## src/design/dmr_map.svh

```systemverilog
// Purpose: offsets, field positions, reset values of the monitor result registers
// Assumes: 8-bit register port, byte addresses as printed
// Notes:   definitions only
`ifndef DMR_MAP_SVH
`define DMR_MAP_SVH

// ----------------------------------------
// register offsets
// ----------------------------------------
`define DMR_OFS_DATA_CFG      8'h55
`define DMR_OFS_BAT_HIGH      8'h56
`define DMR_OFS_BAT_LOW       8'h57
`define DMR_OFS_BIAS_HIGH     8'h58
`define DMR_OFS_BIAS_LOW      8'h59
`define DMR_OFS_C1P_HIGH      8'h5A
`define DMR_OFS_C1P_LOW       8'h5B
`define DMR_OFS_C1N_HIGH      8'h5C
`define DMR_OFS_C1N_LOW       8'h5D

// ----------------------------------------
// fields and reset values
// ----------------------------------------
`define DMR_BIT_FREEZE        0
`define DMR_BIT_OVERRIDE      1
`define DMR_CFG_WMASK         8'h03
`define DMR_RST_DATA_CFG      8'h00
`define DMR_RST_RESULT        12'h000
`define DMR_TAG_BAT           4'h0
`define DMR_TAG_BIAS          4'h1
`define DMR_TAG_C1P           4'h2
`define DMR_TAG_C1N           4'h3
`define DMR_NUM_SRC           4

`endif

```

## src/design/dmr_pkg.sv

```systemverilog
// Purpose: types of the monitor result register block
// Assumes: dmr_map.svh for numeric constants
// Notes:   types only
package dmr_pkg;

   typedef logic [7:0]  dmr_byte_t;
   typedef logic [11:0] dmr_result_t;
   typedef logic [3:0]  dmr_tag_t;

   typedef enum logic [1:0] {
      DMR_SRC_BAT  = 2'b00,
      DMR_SRC_BIAS = 2'b01,
      DMR_SRC_C1P  = 2'b10,
      DMR_SRC_C1N  = 2'b11
   } dmr_src_e;

endpackage : dmr_pkg

```

## src/design/dmr_monitor_regs.sv

```systemverilog
// Purpose: register readout of diagnostic monitor results with freeze and override
// Assumes: results arrive as a 12-bit word with a source index and a valid pulse
// Notes:   registers reached by plain port, read data one cycle after read strobe
//
// How it works
// - freeze bit 0 keeps results updating; 1 stops updates for stable readback
// - override bit selects battery and temperature data override, resets to 0
// - byte register bits 7..0 show result's upper eight bits, reset zero
// - nibble register bits 7..4 show result's lower four bits, reset zero
// - nibble bits 3..0 read a fixed channel tag per source
// - channel 1 negative nibble register resets to 0x03
// - each source has a byte/nibble pair at consecutive addresses from 0x56
// - config bits 7..2 are reserved, read zero, writes ignored
`timescale 1ns/1ps
`include "dmr_map.svh"
module dmr_monitor_regs
   import dmr_pkg::*;
(
   input  wire logic        clk_in,          // 40 MHz register clock
   input  wire logic        resetn_in,       // sync reset, active low
   input  wire dmr_byte_t   reg_addr_in,     // register address
   input  wire dmr_byte_t   reg_wdata_in,    // register write data
   input  wire logic        reg_wr_in,       // write strobe
   input  wire logic        reg_rd_in,       // read strobe
   output dmr_byte_t        reg_rdata_out,   // read data, cycle after strobe
   input  wire logic        res_valid_in,    // new conversion result pulse
   input  wire logic [1:0]  res_src_in,      // source of the new result
   input  wire dmr_result_t res_data_in,     // 12-bit conversion result
   output logic             freeze_out,      // results are frozen
   output logic             override_out     // supply and temperature override enable
);

   // ----------------------------------------
   // state
   // ----------------------------------------
   typedef struct packed {
      logic      freeze;
      logic      override_en;
      logic      rd_pend;
      logic      rd_is_cfg;
      logic      rd_is_res;
      logic      rd_is_low;
      logic [1:0] rd_src;
      dmr_byte_t rdata;
   } dmr_state_s;

   dmr_state_s st_q;
   dmr_state_s st_d;

   logic        dec_cfg;
   logic        dec_res;
   logic [1:0]  dec_src;
   logic        dec_low;
   dmr_result_t word;
   logic        store_wr;

   // ----------------------------------------
   // helpers
   // ----------------------------------------
   function automatic dmr_tag_t src_tag(input logic [1:0] s);
      case (s)
         2'b00:   src_tag = `DMR_TAG_BAT;
         2'b01:   src_tag = `DMR_TAG_BIAS;
         2'b10:   src_tag = `DMR_TAG_C1P;
         default: src_tag = `DMR_TAG_C1N;
      endcase
   endfunction : src_tag

   dmr_reg_decode u_decode (
      .addr_in    (reg_addr_in),
      .is_cfg_out (dec_cfg),
      .is_res_out (dec_res),
      .src_out    (dec_src),
      .is_low_out (dec_low)
   );

   // one word per source: the whole 12-bit result is written at once
   assign store_wr = res_valid_in && !st_q.freeze;

   dmr_result_store #(
      .NUM_SRC (`DMR_NUM_SRC)
   ) u_store (
      .clk_in      (clk_in),
      .resetn_in   (resetn_in),
      .wr_en_in    (store_wr),
      .wr_idx_in   (res_src_in),
      .wr_data_in  (res_data_in),
      .rd_idx_in   (dec_src),
      .rd_data_out (word)
   );

   // ----------------------------------------
   // next state
   // ----------------------------------------
   always_comb begin
      st_d         = st_q;
      st_d.rd_pend = reg_rd_in;
      if (reg_rd_in) begin
         st_d.rd_is_cfg = dec_cfg;
         st_d.rd_is_res = dec_res;
         st_d.rd_is_low = dec_low;
         st_d.rd_src    = dec_src;
      end
      if (reg_wr_in && dec_cfg) begin
         st_d.freeze      = reg_wdata_in[`DMR_BIT_FREEZE];
         st_d.override_en = reg_wdata_in[`DMR_BIT_OVERRIDE];
      end
   end

   always_ff @(posedge clk_in) begin
      if (!resetn_in) begin
         st_q <= '0;
      end else begin
         st_q <= st_d;
      end
   end

   // ----------------------------------------
   // read data
   // ----------------------------------------
   always_comb begin
      reg_rdata_out = 8'h00;
      if (st_q.rd_pend) begin
         if (st_q.rd_is_cfg) begin
            reg_rdata_out = {6'h00, st_q.override_en, st_q.freeze};
         end else if (st_q.rd_is_res && st_q.rd_is_low) begin
            reg_rdata_out = {word[3:0], src_tag(st_q.rd_src)};
         end else if (st_q.rd_is_res) begin
            reg_rdata_out = word[11:4];
         end else begin
            reg_rdata_out = 8'h00;
         end
      end
   end

   assign freeze_out   = st_q.freeze;
   assign override_out = st_q.override_en;
endmodule : dmr_monitor_regs

```

## src/design/dmr_reg_decode.sv

```systemverilog
// Purpose: address decode of the monitor result register window
// Assumes: addresses 0x55..0x5D are mapped, others read zero
// Notes:   purely combinational
`timescale 1ns/1ps
`include "dmr_map.svh"
module dmr_reg_decode
   import dmr_pkg::*;
(
   input  wire dmr_byte_t   addr_in,      // register address
   output logic             is_cfg_out,   // address is the data config register
   output logic             is_res_out,   // address is a result register
   output logic [1:0]       src_out,      // source index of result address
   output logic             is_low_out    // nibble half of a pair
);

   dmr_byte_t rel;

   always_comb begin
      rel        = addr_in - `DMR_OFS_BAT_HIGH;
      is_cfg_out = (addr_in == `DMR_OFS_DATA_CFG);
      is_res_out = (addr_in >= `DMR_OFS_BAT_HIGH) && (addr_in <= `DMR_OFS_C1N_LOW);
      src_out    = rel[2:1];
      is_low_out = rel[0];
   end

endmodule : dmr_reg_decode

```

## src/design/dmr_result_store.sv

```systemverilog
// Purpose: small memory of frozen 12-bit results, one word per source
// Assumes: write and read in the clk_in domain
// Notes:   read data come from a register
`timescale 1ns/1ps
`include "dmr_map.svh"
module dmr_result_store
   import dmr_pkg::*;
#(
   parameter int NUM_SRC = `DMR_NUM_SRC
) (
   input  wire logic        clk_in,      // clock
   input  wire logic        resetn_in,   // sync reset, active low
   input  wire logic        wr_en_in,    // write one word
   input  wire logic [1:0]  wr_idx_in,   // word index to write
   input  wire dmr_result_t wr_data_in,  // word to write
   input  wire logic [1:0]  rd_idx_in,   // word index to read
   output dmr_result_t      rd_data_out  // registered read word
);

   typedef struct packed {
      dmr_result_t [NUM_SRC-1:0] mem;
      dmr_result_t               rd;
   } dmr_store_s;

   dmr_store_s st_q;
   dmr_store_s st_d;

   always_comb begin
      st_d = st_q;
      if (wr_en_in) begin
         st_d.mem[wr_idx_in] = wr_data_in;
      end
      st_d.rd = st_q.mem[rd_idx_in];
   end

   always_ff @(posedge clk_in) begin
      if (!resetn_in) begin
         st_q <= '0;
      end else begin
         st_q <= st_d;
      end
   end

   assign rd_data_out = st_q.rd;

endmodule : dmr_result_store

```

## config.mk

```make
export PLATFORM = sky130hd
export DESIGN_NAME = dmr_monitor_regs
export DESIGN_NICKNAME = d
export VERILOG_FILES = /design/src/design/dmr_pkg.sv /design/src/design/dmr_monitor_regs.sv /design/src/design/dmr_reg_decode.sv /design/src/design/dmr_result_store.sv
export VERILOG_INCLUDE_DIRS = /design/src /design/src/design
export SDC_FILE = /design/constraint.sdc
export NUM_CORES = 1
export LEC_CHECK = 0
export ABC_AREA = 1
export BUFFER_PORTS_ARGS = -buffer_cell sky130_fd_sc_hd__buf_2
export CAP_MARGIN = 15
export CORE_MARGIN = 2
export CORE_UTILIZATION = 40
export CTS_CLUSTER_SIZE = 30
export DETAILED_ROUTE_END_ITERATION = 6
export SYNTH_ARGS = -nofsm -noshare
export SYNTH_HDL_FRONTEND = slang
export SYNTH_SLANG_ARGS = --single-unit
```

## constraint.sdc

```tcl
create_clock -name clk_in -period 1 [get_ports clk_in]
set_input_delay 0 -clock clk_in [delete_from_list [all_inputs] [get_ports clk_in]]
set_output_delay 0 -clock clk_in [all_outputs]
set_load 0.01 [all_outputs]
```

[Word level (Yosys, flattened, before mapping)]
Index checks and enable logic that the tools add are counted.
Widths: inputs -> output; s select.
Storage, ports and cells
  input port bits: 35
  memory bits (read-only): 0
  word-level logic and storage cells: 38
  register bits after elaboration: 68
  bits in writable memories: 0
  latch bits: 0
  output and inout port bits: 10
  memories: 0
Cells by class
  add/subtract/negate cells: 1
  bitwise logic cells: 0
  shifts and indexed selects: 0
  divide/modulo/power cells: 0
  equal/unequal tests: 3
  multiplexer cells: 10
  magnitude comparators: 5
  reduce and logical (&&, ||, !) cells: 7
  multipliers: 0
Operator list (count)
  $bwmux 48: 1
  $mux 8: 4
  $bmux 12 s2: 1
  $demux 12 s2: 1
  $mux 12: 2
  $eq 8x7->1 const B: 1
  $ge 8x7->1 const B: 1
  $le 8x7->1 const B: 1
  $lt 2x3->1 const B: 2
  $pmux 2 s3: 1
  $logic_and 1x1->1: 5
  $sub 3x3->3 const B: 1
  $eq 2x1->1 const B: 1
  $eq 2x2->1 const B: 1
  $ge 2x1->1 const B: 1
  $logic_not 2->1: 1
  $logic_not 1->1: 1

[Longest topological paths before layout]
Gate-level depths: netlist of the first run.
  depth after elaboration: 5
  mapped depth: 8
  depth with buffers taken out: 8

[By module]
Synthesis of the first run repeated with hierarchy kept, for this count alone.
Second synthesis, totals
  cells, all modules: 486
  area, all modules: 3200.6 µm²
Modules (own cells, without submodules)
  dmr_result_store: seq. area each 1201.2 µm², instances 1, cells each 384, area an instance 2635.0 µm²
  dmr_monitor_regs: seq. area each 160.2 µm², instances 1, cells each 71, area an instance 429.2 µm²
  dmr_reg_decode: seq. area each 0.0 µm², instances 1, cells each 31, area an instance 136.4 µm²

[Worst setup path after synthesis of the first run]
Ideal clock, no wire load.
  path type: register to register
  from: reg st_q, in the netlist freeze_out
  to: reg u_store.st_q[37] (netlist name)
  arrival time: 0.984 ns
  slack: -0.099 ns
  setup time: 0.116 ns
  required time: 0.884 ns
  stages on the path, launching flop included: 6
  cell sequence: dfxtp_1 > nor2_4 > nand3_2 > clkbuf_2 > o21ai_0 > nor2_1
On the way
  word-level cells in the longest chain between the ends: 2
Ends and longest elaborated chain
  start: declaration: line dmr_monitor_regs.sv:47  | dmr_state_s st_q;
  start signal: assignment: line dmr_monitor_regs.sv:114  | st_q <= st_d;
  $logic_not 1->1: line dmr_monitor_regs.sv:78  | assign store_wr = res_valid_in && !st_q.freeze;
  $logic_and 1x1->1: line dmr_monitor_regs.sv:78
  end signal: assignment: line dmr_result_store.sv:40  | st_q <= st_d;
  end: declaration: line dmr_result_store.sv:25  | dmr_store_s st_q;
Every way passes these cells.
A chain may end at the register's enable or synchronous reset.

[Worst setup path after layout of the first run]
  from: reg st_q[11] (netlist name)
  to: out reg_rdata_out[0]
On the way
  word-level cells in the longest chain between the ends: 4
Ends and longest elaborated chain
  $mux 8 or $logic_and 1x1->1 (tied branches): line dmr_monitor_regs.sv:128, dmr_monitor_regs.sv:126
  $mux 8 *: line dmr_monitor_regs.sv:126  | end else if (st_q.rd_is_res && st_q.rd_is_low) begin
  $mux 8 *: line dmr_monitor_regs.sv:124  | if (st_q.rd_is_cfg) begin
  $mux 8 *: line dmr_monitor_regs.sv:123  | if (st_q.rd_pend) begin
  end: declaration: line dmr_monitor_regs.sv:25  | output dmr_byte_t reg_rdata_out,
Mark *: on every way between the ends. The rest lies on a longest branch, timed or not.

==> metrics.md, run 1 <==
| Metric | Value |
|---|---|
| Top-area cell type share of the netlist area | `47.5%` |
| CP required | `1.00 ns` |
| Failing checks | `negative setup slack` |
| Finished Core Util | `61.8%` |
| Die ar. | `7860 um^2` |
| Synth top cells by count | `96 x nor2_1, 68 x dfxtp_1, 55 x nand2_1, 51 x o21ai_0, 34 x inv_1` |
| Clk root buf | `clkbuf_8` |
| Startpoint Class | `flip-flop` |
| Starting density of the core | `41.7%` |
| Status | `finished, violations left` |
| Initial drt markers | `160` |
| Syn Area/Cell | `7.28 um^2` |
| Placement Setup Slack | `-0.148 ns` |
| Layout area overhead | `48.2%` |
| Async SR Flop Fraction | `0%` |
| Pins Over Slew Limit | `0` |
| Core region area | `approximately 6900 um^2` |
| Critical path buffer and inverter count | `4` |
| Placer Congestion | `0.819` |
| GRT Resource Usage Total | `between 20 and 25%` |
| Met2 Track Usage GR | `38.0%` |
| Fill cells | `approximately 630` |
| Critical Path, Cell by Cell | `inv_2, nor2_1, buf_4, nand2_2, nand3_2, o211ai_1, inv_1, buf_2` |
| Final setup margin | `-0.337 ns` |
| Hold Crit Class | `primary input to flip-flop` |
| Most used routing layer | `met2` |
| Slowest cell delay on critical path | `0.35 ns` |
| I/O pins | `45` |
| Placed Area | `~3300 um^2` |
| Via/cell ratio | `4.98` |
| Num rows | `30` |
| RSZ-0062 raised after global routing | `true` |
| TritonCTS Sinks | `between 60 and 70` |
| Post-synthesis sequential area ratio | `47.5%` |
| Port-buffer cells | `38` |
| Inserted Clock Buffers | `9` |
| WL final | `about 8600 um` |
| Largest cells by area after synthesis | `dfxtp_1 47%, nor2_1 13%, o21ai_0 8.9%, nand2_1 7.2%, inv_1 4.5%` |
| First-pass GRT wire length | `13600 um` |
| GR Layer Usage met3 | `5.22%` |
| Maximum vdd drop | `between 0.001 and 0.0015 V` |
| Worst path arrival time | `1.34 ns` |
| Initial antenna violation count | `0` |
| Number of global-route vias before repair | `2751` |
| Static Leak | `1.79 nW` |
| Final Critical Period | `roughly 1.3 ns` |
| CTS tree | `done` |
| Crit path max fanout | `7` |
| Share of cells above drive strength 1 | `36.9%` |
| Clk_skew | `0.00678 ns` |
| Post-Syn Area | `between 2000 and 3000 um^2` |
| Synth Flop Type | `dfxtp_1` |
| Number of diodes | `0` |
| Period utilisation layout | `134%` |
| Post-route ant nets | `0` |
| Detailed placement HPWL | `5010 um` |
| Total of max-cap violations | `0` |
| Die Wd | `88.7 um` |
| Critical Path Slowest Stage Cell | `dfxtp_2` |
| Most frequent cell after synthesis | `nor2_1` |
| Pwr/cell area | `about 1400 nW/um^2` |
| Post-synthesis instance total | `394` |
| GR Overflow Total | `0` |
| Final instance area | `4250 um^2` |
| Total power draw | `between 6 and 7 mW` |
| WHS | `between 0.06 and 0.07 ns` |
| Met1 usage | `29.9%` |
| Clock transition at path regs | `0.08 ns` |
| Synthesis-stage register bit count | `a little under 70` |
| EDFF count, synth | `0` |
| Critical Path Sink Type | `output port` |
| DR pass1 iterations | `4` |
| Crit Path Class | `flip-flop to output port` |
| Max_slew headroom | `between 70% and 80%` |
| Worst skew pair latency | `0.35 ns` |
| Largest net degree at the start of global routing | `37` |
| Final setup viols | `56` |
| Final hold violation count | `0` |
| Routed vias | `roughly 2900` |
| Synth cell types | `21` |
| Clock buffer depth | `2` |
| DR WL/cell | `14.9 um` |
| Post-Syn Nets | `roughly 430` |
| # H-tree levels | `3` |
| Synth Warn # | `0` |
| Final #Nets | `about 500` |
| Synth area leader | `dfxtp_1` |
| DRC violations left | `0` |
| DIE HEIGHT | `about 90 um` |
| Top Family by Delay on Critical Path | `buffers and inverters` |
| FMAX | `0.748 GHz` |
| Worst Tran Pin Value | `0.418 ns` |
area by class of cell:
type / count / area (um^2) / share of cell area [%]
multi-input combinational: 266 / 1520 / 35.8
timing repair inverter: 2 / 32.5 / 0.766
sequential: 68 / 1370 / 32.1
clock buffer: 12 / 165 / 3.89
clock inverter: 4 / 22.5 / 0.530
inverter: 38 / 178 / 4.18
tap: 96 / 120 / 2.83
timing repair buffer: 90 / 842 / 19.8
worst paths after layout:
kind                            cells past startpoint             start  slack [ns]               end
worst max-delay path                                8          st_q[11]       -0.34  reg_rdata_out[0]
worst min-delay path                                6    reg_addr_in[7]        0.07          st_q[12]
worst max register to register                      6        freeze_out       -0.29  u_store.st_q[51]
worst min register to register                      2  u_store.st_q[49]        0.45  u_store.st_q[49]
tightest hold or removal path, cell delays in order:
cell,delay (ns)
buf_2,0.09
nor2_1,0.04
nand2_1,0.08
nor2_2,0.05
nor2_1,0.08
nor2_1,0.04
placed cells by master, fill, tap and decap left out:
master / synthesis / routed
a21oi_1: 20 / 17
a21oi_2: 0 / 3
a22oi_1: 12 / 12
a31oi_1: 4 / 4
buf_12: 0 / 4
buf_16: 0 / 5
buf_2: 5 / 38
buf_4: 2 / 11
buf_6: 5 / 9
buf_8: 0 / 4
clkbuf_8: 0 / 12
clkinv_2: 0 / 3
clkinv_8: 0 / 4
clkinvlp_4: 0 / 1
dfxtp_1: 68 / 65
dfxtp_2: 0 / 3
dlygate4sd3_1: 0 / 19
inv_1: 34 / 31
inv_2: 4 / 3
inv_4: 0 / 1
inv_8: 0 / 1
nand2_1: 55 / 53
nand2_2: 1 / 3
nand3_1: 5 / 2
nand3_2: 4 / 3
nand3_4: 0 / 4
nand3b_1: 1 / 1
nor2_1: 96 / 75
nor2_2: 0 / 18
nor2_4: 3 / 6
o211ai_1: 2 / 2
o21ai_0: 51 / 16
o21ai_1: 12 / 6
o21ai_2: 0 / 39
o21ai_4: 0 / 2
stage by stage:
| step | cells | TNS (ns) |
|---|---|---|
| floorplan | 394 | -0.691 |
| global placement | 529 | -3.25 |
| detailed placement | 529 | -4.86 |
| CTS | 577 | -13.11 |
| global route | 576 | -15.91 |
| finish | 576 | -11.72 |
logic make-up (layout without fill, tap and decap cells):
kind of cell	count (synthesis)	in the layout	synth area share, %
flip-flops	68	68	47.5
AO/OA/AOI/OAI	101	101	19.0
buffers and inverters	60	146	9.78
AND/OR/NAND/NOR	165	165	23.7
registers in the layout (all words and copies together) (netlist names):
| name | flops |
|---|---|
| u_store.rd_data_out | 12 |
| u_store.st_q | 48 |
| override_out | 1 |
| st_q | 6 |
| freeze_out | 1 |
per-layer routing:
metal,vias to the layer above,routed length (um)
met5,-,0
met4,0,100
met3,10,488
met2,76,4210
met1,1332,3800
li1,1449,-
repair_timing:
action | 4_1_cts | 5_1_grt
gates resized for setup | 100 | 30
endpoints found under the hold margin | 51 | 0
pin swaps | 20 | 13
gates cloned | 7 | 0
setup buffers | 6 | 0
endpoints found under the setup margin | 56 | 58
hold buffers | 19 | 0
power breakdown:
group	total (mW)	internal, mW	switching [mW]
clock network	2.16	1.09	1.07
registers	2.92	2.84	0.0725
logic	0.954	0.431	0.523
total	6.03	4.36	1.66
No activity file was read; power rests on OpenSTA's default activity.
==> inputs of run 2 (changes only) <==
Settings changed: ABC_AREA 1 to 0, CORE_UTILIZATION 40 to 50, PLACE_DENSITY from default to 0.74.
==> run 2 against run 1 <==
The run still ends with negative setup slack left; wire length up 3.0%; non-clock buffer count up 2; core utilization up 15 points; synthesized cell count down 21%; flip-flop and latch count unchanged; die area down 17%; critical path depth down 2; final cell count down 19%; sequential share of layout area up 0.32 points; power down 3.6%; largest cell class unchanged.
==> metrics.md, run 2 <==
| Metric | Value |
|---|---|
| Pins Over Slew Limit | `0 (unchanged)` |
| Worst path arrival time | `1.60 ns (+0.26 ns)` |
| Post-route ant nets | `0 (unchanged)` |
| GRT Resource Usage Total | `24.5% (+1.2 points)` |
| WL met3 | `592 um (+21%)` |
| Critical Path Sink Type | `flip-flop` |
| Pwr/cell area | `1360 nW/um^2 (-4.2%)` |
| Layout area overhead | `45.8%` |
| Synth cell types | `29 (+38%)` |
| Critical Path Slowest Stage Cell | `dfxtp_4` |
| Routed vias | `2640 (-7.9%)` |
| Most frequent cells in the layout | `63 x nand2_1, 52 x dfxtp_1, 37 x buf_2` |
| Startpoint Class | `flip-flop` |
| Number of global-route vias before repair | `2507 (-8.9%)` |
| Slowest cell delay on critical path | `0.37 ns (+0.02 ns)` |
| Clock share of power | `37.9% (+2.1 points)` |
| Worst r2r dst | `u_store.st_q[13]` |
| Top Family by Delay on Critical Path | `buffers and inverters` |
| EDFF count, synth | `0 (unchanged)` |
| RR Startpoint | `freeze_out` |
| Crit Path Class | `flip-flop to flip-flop` |
| WL final | `8870 um (+3.0%)` |
| Port-buffer cells | `38 (unchanged)` |
| Hold Path Stages | `4 (-2)` |
| # H-tree levels | `3 (unchanged)` |
| Die ar. | `6490 um^2 (-17%)` |
| Placement Setup Slack | `-0.253 ns (-0.104 ns)` |
| Post-synthesis sequential area ratio | `46.5% (-1.0 points)` |
| Sw frac | `25.7% (-1.8 points)` |
| Largest cells by area after synthesis | `dfxtp_1 46%, nand2_1 13%, a21boi_0 9.7%, mux4_2 9.2%, a21boi_1 3.3%` |
| First-pass GRT wire length | `11800 um (-13%)` |
| Seq pwr share | `49.0% (+0.6 points)` |
| Die Wd | `80.6 um (-9.1%)` |
| Placer Congestion | `0.778 (-5.0%)` |
| Synth area leader | `dfxtp_1` |
| Clock buffer depth | `2 (unchanged)` |
| Most frequent cell after synthesis | `nand2_1` |
| Worst Tran Pin Value | `0.346 ns (-0.0726 ns)` |
| Worst skew pair latency | `0.35 ns (about the same)` |
| Final setup margin | `-0.323 ns (+0.0149 ns)` |
| Starting density of the core | `52.6% (+11 points)` |
| Syn Area/Cell | `9.45 um^2 (+30%)` |
| Most common cell after layout, fill and taps aside | `nand2_1` |
| Post-Syn Area | `2930 um^2 (+2.2%)` |
| Post-synthesis instance total | `310 (-21%)` |
| Share of cells above drive strength 1 | `49.9% (+13 points)` |
| R2R depth | `6 (unchanged)` |
| Initial drt markers | `169 (+5.6%)` |
| Core region area | `5570 um^2 (-19%)` |
| Clock transition at path regs | `0.07 ns (about the same)` |
| Crit path max fanout | `6 (-1)` |
| Hold Crit Class | `primary input to flip-flop` |
| FMAX | `0.756 GHz (+1.1%)` |
| Synth Warn # | `0 (unchanged)` |
| I/O pins | `45 (unchanged)` |
| Top sig layer | `met4` |
| Internal power | `4.31 mW (-1.2%)` |
| Failing checks | `negative setup slack` |
| Reg with most FFs | `u_store.st_q` |
| Footprint of the multi-input gates | `1820 um^2 (+20%)` |
| Largest register FFs | `48 (unchanged)` |
| Maximum vdd drop | `0.00117 V (+0.13%)` |
| Total of max-cap violations | `0 (unchanged)` |
| Initial antenna violation count | `0 (unchanged)` |
| Worst hold start | `reg_addr_in[5]` |
| DR WL/cell | `18.9 um (+27%)` |
| Clk_skew | `0.00788 ns (+0.00109 ns)` |
| DR pass1 iterations | `4 (unchanged)` |
| Inserted Clock Buffers | `9 (unchanged)` |
| Max_slew headroom | `76.6% (+4.6 points)` |
| TritonCTS Sinks | `68 (unchanged)` |
| GR Overflow Total | `0 (unchanged)` |
| CTS tree | `done` |
| M1 WL | `3500 um (-8.0%)` |
| Final hold violation count | `0 (unchanged)` |
| Fill cells | `355 (-43%)` |
| FF/Latch Area | `1390 um^2 (+1.6%)` |
| Final setup viols | `68 (+21%)` |
| Top-area cell type share of the netlist area | `46.5% (-1.0 points)` |
| Async SR Flop Fraction | `0% (unchanged)` |
| WL met2 | `4430 um (+5.1%)` |
| Synth Flop Type | `dfxtp_1` |
| DIE HEIGHT | `80.6 um (-9.1%)` |
| Hold Path Sink | `override_out` |
| Via/cell ratio | `5.63 (+13%)` |
| Critical path buffer and inverter count | `3 (-1)` |
| Final Critical Period | `1.32 ns (-0.0149 ns)` |
| Setup_tns | `-14.27 ns (-2.56 ns)` |
| DRC violations left | `0 (unchanged)` |
| Post-Syn Nets | `345 (-20%)` |
| Number of diodes | `0 (unchanged)` |
| Period utilisation layout | `132% (-1.5 points)` |
| Detailed placement HPWL | `4610 um (-8.0%)` |
| Status | `finished, violations left` |
| Num rows | `27 (-10%)` |
| Static Leak | `1.79 nW (about the same)` |
| Critical Path, Cell by Cell | `buf_6, nor4b_4, buf_4, buf_8, nand2_1, a21boi_1` |
| Synthesis-stage register bit count | `68 (unchanged)` |
| R2r setup slk | `-0.32 ns (-0.03 ns)` |
| Synth top cells by count | `104 x nand2_1, 68 x dfxtp_1, 38 x a21boi_0, 15 x and2_1, 13 x a21boi_1` |
| CP required | `1.28 ns (+0.28 ns)` |
| RSZ-0062 raised after global routing | `true` |
| Combinational cell fraction of total power | `13.1% (-2.7 points)` |
| Clk root buf | `clkbuf_8` |
| Final #Nets | `427 (-16%)` |
| Sw power | `1.49 mW (-10%)` |
| Largest net degree at the start of global routing | `65 (+76%)` |
-- run 2: per-stage QoR --
step                      instances  hold slack, ns  util, %  power [mW]  instance area (um^2)
after global routing            469          0.0630     76.6        6.02                  4270
after floorplan                 310           0.131        -        3.20                  2990
final                           469          0.0547     76.6        5.81                  4270
after CTS                       464          0.0483     69.1        5.62                  3850
after detailed placement        427           0.263     61.0        3.43                  3400
after global placement          427           0.250     61.0        3.41                  3400
-- run 2: timing repair --
item,4_1_cts,5_1_grt
endpoints found under the hold margin,53,0
hold buffers,18,0
buffers inserted,3,2
gates resized for setup,33,105
cloned,0,3
setup endpoints to repair,69,69
pin swaps,21,78
-- run 2: power by group through the flow --
stage                     clock (mW)  combinational, mW  sequential, mW
after floorplan                    0              0.317            2.88
after global placement             0              0.517            2.89
after detailed placement           0              0.528            2.90
after CTS                       2.19              0.600            2.84
after global routing            2.37              0.803            2.85
final                           2.20              0.761            2.84
-- run 2: worst max-delay path by stage --
| stage | start | to | depth (start not counted) |
|---|---|---|---|
| after floorplan | freeze_out | u_store.st_q[14] | 5 |
| after global placement | freeze_out | u_store.st_q[13] | 3 |
| after detailed placement | freeze_out | u_store.st_q[12] | 3 |
| after CTS | st_q[12] | reg_rdata_out[5] | 4 |
| after global routing | freeze_out | u_store.st_q[13] | 6 |
| final | freeze_out | u_store.st_q[13] | 6 |
-- run 2: cells by family after synthesis --
| family | synth area share [%] |
|---|---|
| buffers and inverters | 3.29 |
| xor gates and xnor gates | 0.299 |
| DFF | 46.5 |
| and+or+nand+nor | 23.3 |
| muxes | 12.3 |
| AOI/OAI and AO/OA | 14.3 |
-- run 2: tightest hold or removal path: cells and delay by family --
kind | cells | cell delay, ns
and+or+nand+nor | 2 | 0.19
muxes | 1 | 0.09
buffers and inverters | 1 | 0.07
-- run 2: layout make-up --
type,instances,share of cell area (%)
clock inverter,6,1.29
sequential,68,32.5
multi-input combinational,221,42.6
tap,72,2.11
clock buffer,10,2.99
timing repair buffer,92,18.5
-- run 2: per-layer routing --
layer / track usage (%) / vias to the layer above
met5: 0 / -
met4: 10.0 / 0
met3: 5.84 / 34
met2: 42.0 / 115
met1: 29.3 / 1267
li1: - / 1224
==> inputs of run 3 (changes only) <==
Settings changed: CORE_ASPECT_RATIO from default to 1.5.
==> run 3 against run 2 <==
The flow still finishes with violations (negative setup slack); worst setup slack better by 0.019 ns; power up 5.4%; die area up 0.19%; wire length down 3.6%; via count down 0.23%; non-clock buffer count up 1; core utilization down 1.7 points; largest cell class unchanged; highest routed layer unchanged.
==> metrics.md, run 3 (synthesis gave the netlist of run 2 again) <==
| Metric | Value |
|---|---|
| Crit Path Class | `flip-flop to flip-flop` |
| Number of global-route vias before repair | `2578 (+2.8%)` |
| R2R depth | `3 (-3)` |
| Post-route ant nets | `0 (unchanged)` |
| Startpoint Class | `flip-flop` |
| Port-buffer cells | `38 (unchanged)` |
| WL final | `8550 um (-3.6%)` |
| Clk_skew | `0.00685 ns (-0.00103 ns)` |
| Fill cells | `377 (+6.2%)` |
| Most common cell after layout, fill and taps aside | `nand2_1` |
| CP required | `1.24 ns (-0.04 ns)` |
| Final #Nets | `429 (+0.47%)` |
| Initial drt markers | `119 (-30%)` |
| First-pass GRT wire length | `12200 um (+3.1%)` |
| Die ar. | `6500 um^2 (+0.19%)` |
| Final std cells w/o fill | `471 (+0.43%)` |
| Static Leak | `1.77 nW (-1.2%)` |
| Status | `finished, violations left` |
| Max_slew headroom | `77.0% (+0.35 points)` |
| Hold Path Sink | `st_q[13]` |
| Core region area | `5740 um^2 (+3.0%)` |
| Most frequent cells in the layout | `65 x nand2_1, 49 x dfxtp_1, 36 x buf_2` |
| FF/Latch Area | `1390 um^2 (+0.27%)` |
| Placed cells | `429 (+0.47%)` |
| Number of diodes | `0 (unchanged)` |
| TritonCTS Sinks | `68 (unchanged)` |
| Clock buffer depth | `2 (unchanged)` |
| Inserted Clock Buffers | `9 (unchanged)` |
| GR Overflow Total | `0 (unchanged)` |
| Die Wd | `66.5 um (-17%)` |
| Crit path max fanout | `6 (unchanged)` |
| Hold Crit Class | `primary input to flip-flop` |
| FMAX | `0.767 GHz (+1.5%)` |
| WHS | `0.0174 ns (-0.0372 ns)` |
| Pins Over Slew Limit | `0 (unchanged)` |
| Pwr/cell area | `1420 nW/um^2 (+4.6%)` |
| Footprint of the multi-input gates | `1810 um^2 (-0.55%)` |
| Hold Path Stages | `2 (-2)` |
| Worst skew pair latency | `0.35 ns (about the same)` |
| Total power draw | `6.12 mW (+5.4%)` |
| Worst hold start | `reg_rd_in` |
| Routed vias | `2634 (-0.23%)` |
| I/O pins | `45 (unchanged)` |
| Largest net degree at the start of global routing | `39 (-40%)` |
| Final hold violation count | `0 (unchanged)` |
| Worst Tran Pin Value | `0.340 ns (-0.00517 ns)` |
| Final instance area | `4310 um^2 (+0.79%)` |
| Final Critical Period | `1.30 ns (-0.0195 ns)` |
| Layout area overhead | `46.9%` |
| R2r setup slk | `-0.30 ns (+0.02 ns)` |
| Largest register FFs | `48 (unchanged)` |
| Placer Congestion | `0.792 (+1.8%)` |
| Critical Path Slowest Stage Cell | `or4b_4` |
| Placed Area | `3400 um^2 (about the same)` |
| Reg with most FFs | `u_store.st_q` |
| GRT Resource Usage Total | `25.6% (+1.2 points)` |
| Final setup margin | `-0.303 ns (+0.0195 ns)` |
| Detailed placement HPWL | `4790 um (+4.0%)` |
| Clk root buf | `clkbuf_8` |
| DR pass1 iterations | `4 (unchanged)` |
| Critical Path Sink Type | `flip-flop` |
| Share of cells above drive strength 1 | `50.6% (+0.75 points)` |
| Clock transition at path regs | `0.07 ns (about the same)` |
| DR WL/cell | `18.1 um (-4.0%)` |
| Num rows | `34 (+26%)` |
| CTS tree | `done` |
| Worst r2r dst | `u_store.st_q[23]` |
| Worst path arrival time | `1.54 ns (-0.06 ns)` |
| Period utilisation layout | `130% (-1.9 points)` |
| # H-tree levels | `3 (unchanged)` |
| Slowest cell delay on critical path | `0.63 ns (+0.26 ns)` |
| RSZ-0062 raised after global routing | `true` |
| Initial antenna violation count | `0 (unchanged)` |
| Maximum vdd drop | `0.00128 V (+9.3%)` |
| RR Startpoint | `freeze_out` |
| Total of max-cap violations | `0 (unchanged)` |
| Final setup viols | `69 (+1.5%)` |
| DIE HEIGHT | `97.8 um (+21%)` |
| Critical Path, Cell by Cell | `or4b_4, nand2_2, a21boi_1` |
| Via/cell ratio | `5.59 (-0.65%)` |
| Starting density of the core | `51.0% (-1.5 points)` |
| DRC violations left | `0 (unchanged)` |
| Failing checks | `negative setup slack` |
-- run 3: changes by cell type in the layout (fill, tap and decap cells not counted), moves of 2 or more --
cell        before  now
buf_6            8   10
clkinv_2         5    1
clkinvlp_4       0    3
dfxtp_1         52   49
dfxtp_2         14   17
mux2i_1          7    9
mux2i_2          2    0
nand2_1         63   65
nand2_2         19   21
nand2_4         22   18
-- run 3: where the power goes --
group | switching (mW) | internal (mW) | leakage (nW)
Sequential | 0.0502 | 2.79 | 0.562
Combinational | 0.359 | 0.393 | 1.10
Clock | 1.06 | 1.47 | 0.105
-- run 3: what timing repair did --
action / in CTS / in global routing
endpoints found under the hold margin: 52 / 0
buffers inserted: 4 / 3
hold buffers: 17 / 0
pin swaps: 42 / 58
endpoints found under the setup margin: 68 / 70
cloned: 1 / 1
gates resized for setup: 52 / 81
-- run 3: worst max-delay path by stage --
stage | from | endpoint | slack [ns] | depth (start not counted)
global route | st_q[12] | reg_rdata_out[3] | -0.36 | 3
floorplan | freeze_out | u_store.st_q[14] | -0.31 | 5
finish | freeze_out | u_store.st_q[23] | -0.30 | 3
CTS | st_q[12] | reg_rdata_out[7] | -0.30 | 4
detailed placement | freeze_out | u_store.st_q[12] | -0.23 | 3
global placement | freeze_out | u_store.st_q[12] | -0.21 | 3
-- run 3: cell type report --
cell class | instances | area share, %
multi-input combinational | 222 | 42.1
sequential | 68 | 32.3
timing repair buffer | 93 | 18.3
clock inverter | 6 | 2.03
clock buffer | 10 | 3.20
tap | 72 | 2.09
-- run 3: per-stage QoR --
step / setup TNS, ns / utilization, % / setup slack, ns
2_1_floorplan: -6.84 / - / -0.310
3_3_place_gp: -6.91 / 59.3 / -0.212
3_5_place_dp: -8.06 / 59.3 / -0.235
4_1_cts: -10.78 / 69.5 / -0.303
5_1_grt: -15.65 / 75.0 / -0.364
6_report: -13.61 / 75.0 / -0.303
-- run 3: routing by layer --
metal,part of all wire [%],vias up,GRT usage [%]
li1,-,1220,-
met1,35,1267,24.9
met2,53,109,46.5
met3,5.2,38,4.61
met4,6.3,0,18.1
met5,0,-,0
-- run 3: critical path, delay by kind of cell (launching register included) --
kind | cells | cell delay [ns]
AOI/OAI and AO/OA | 1 | 0.07
DFF | 1 | 0.39
and+or+nand+nor | 2 | 0.73
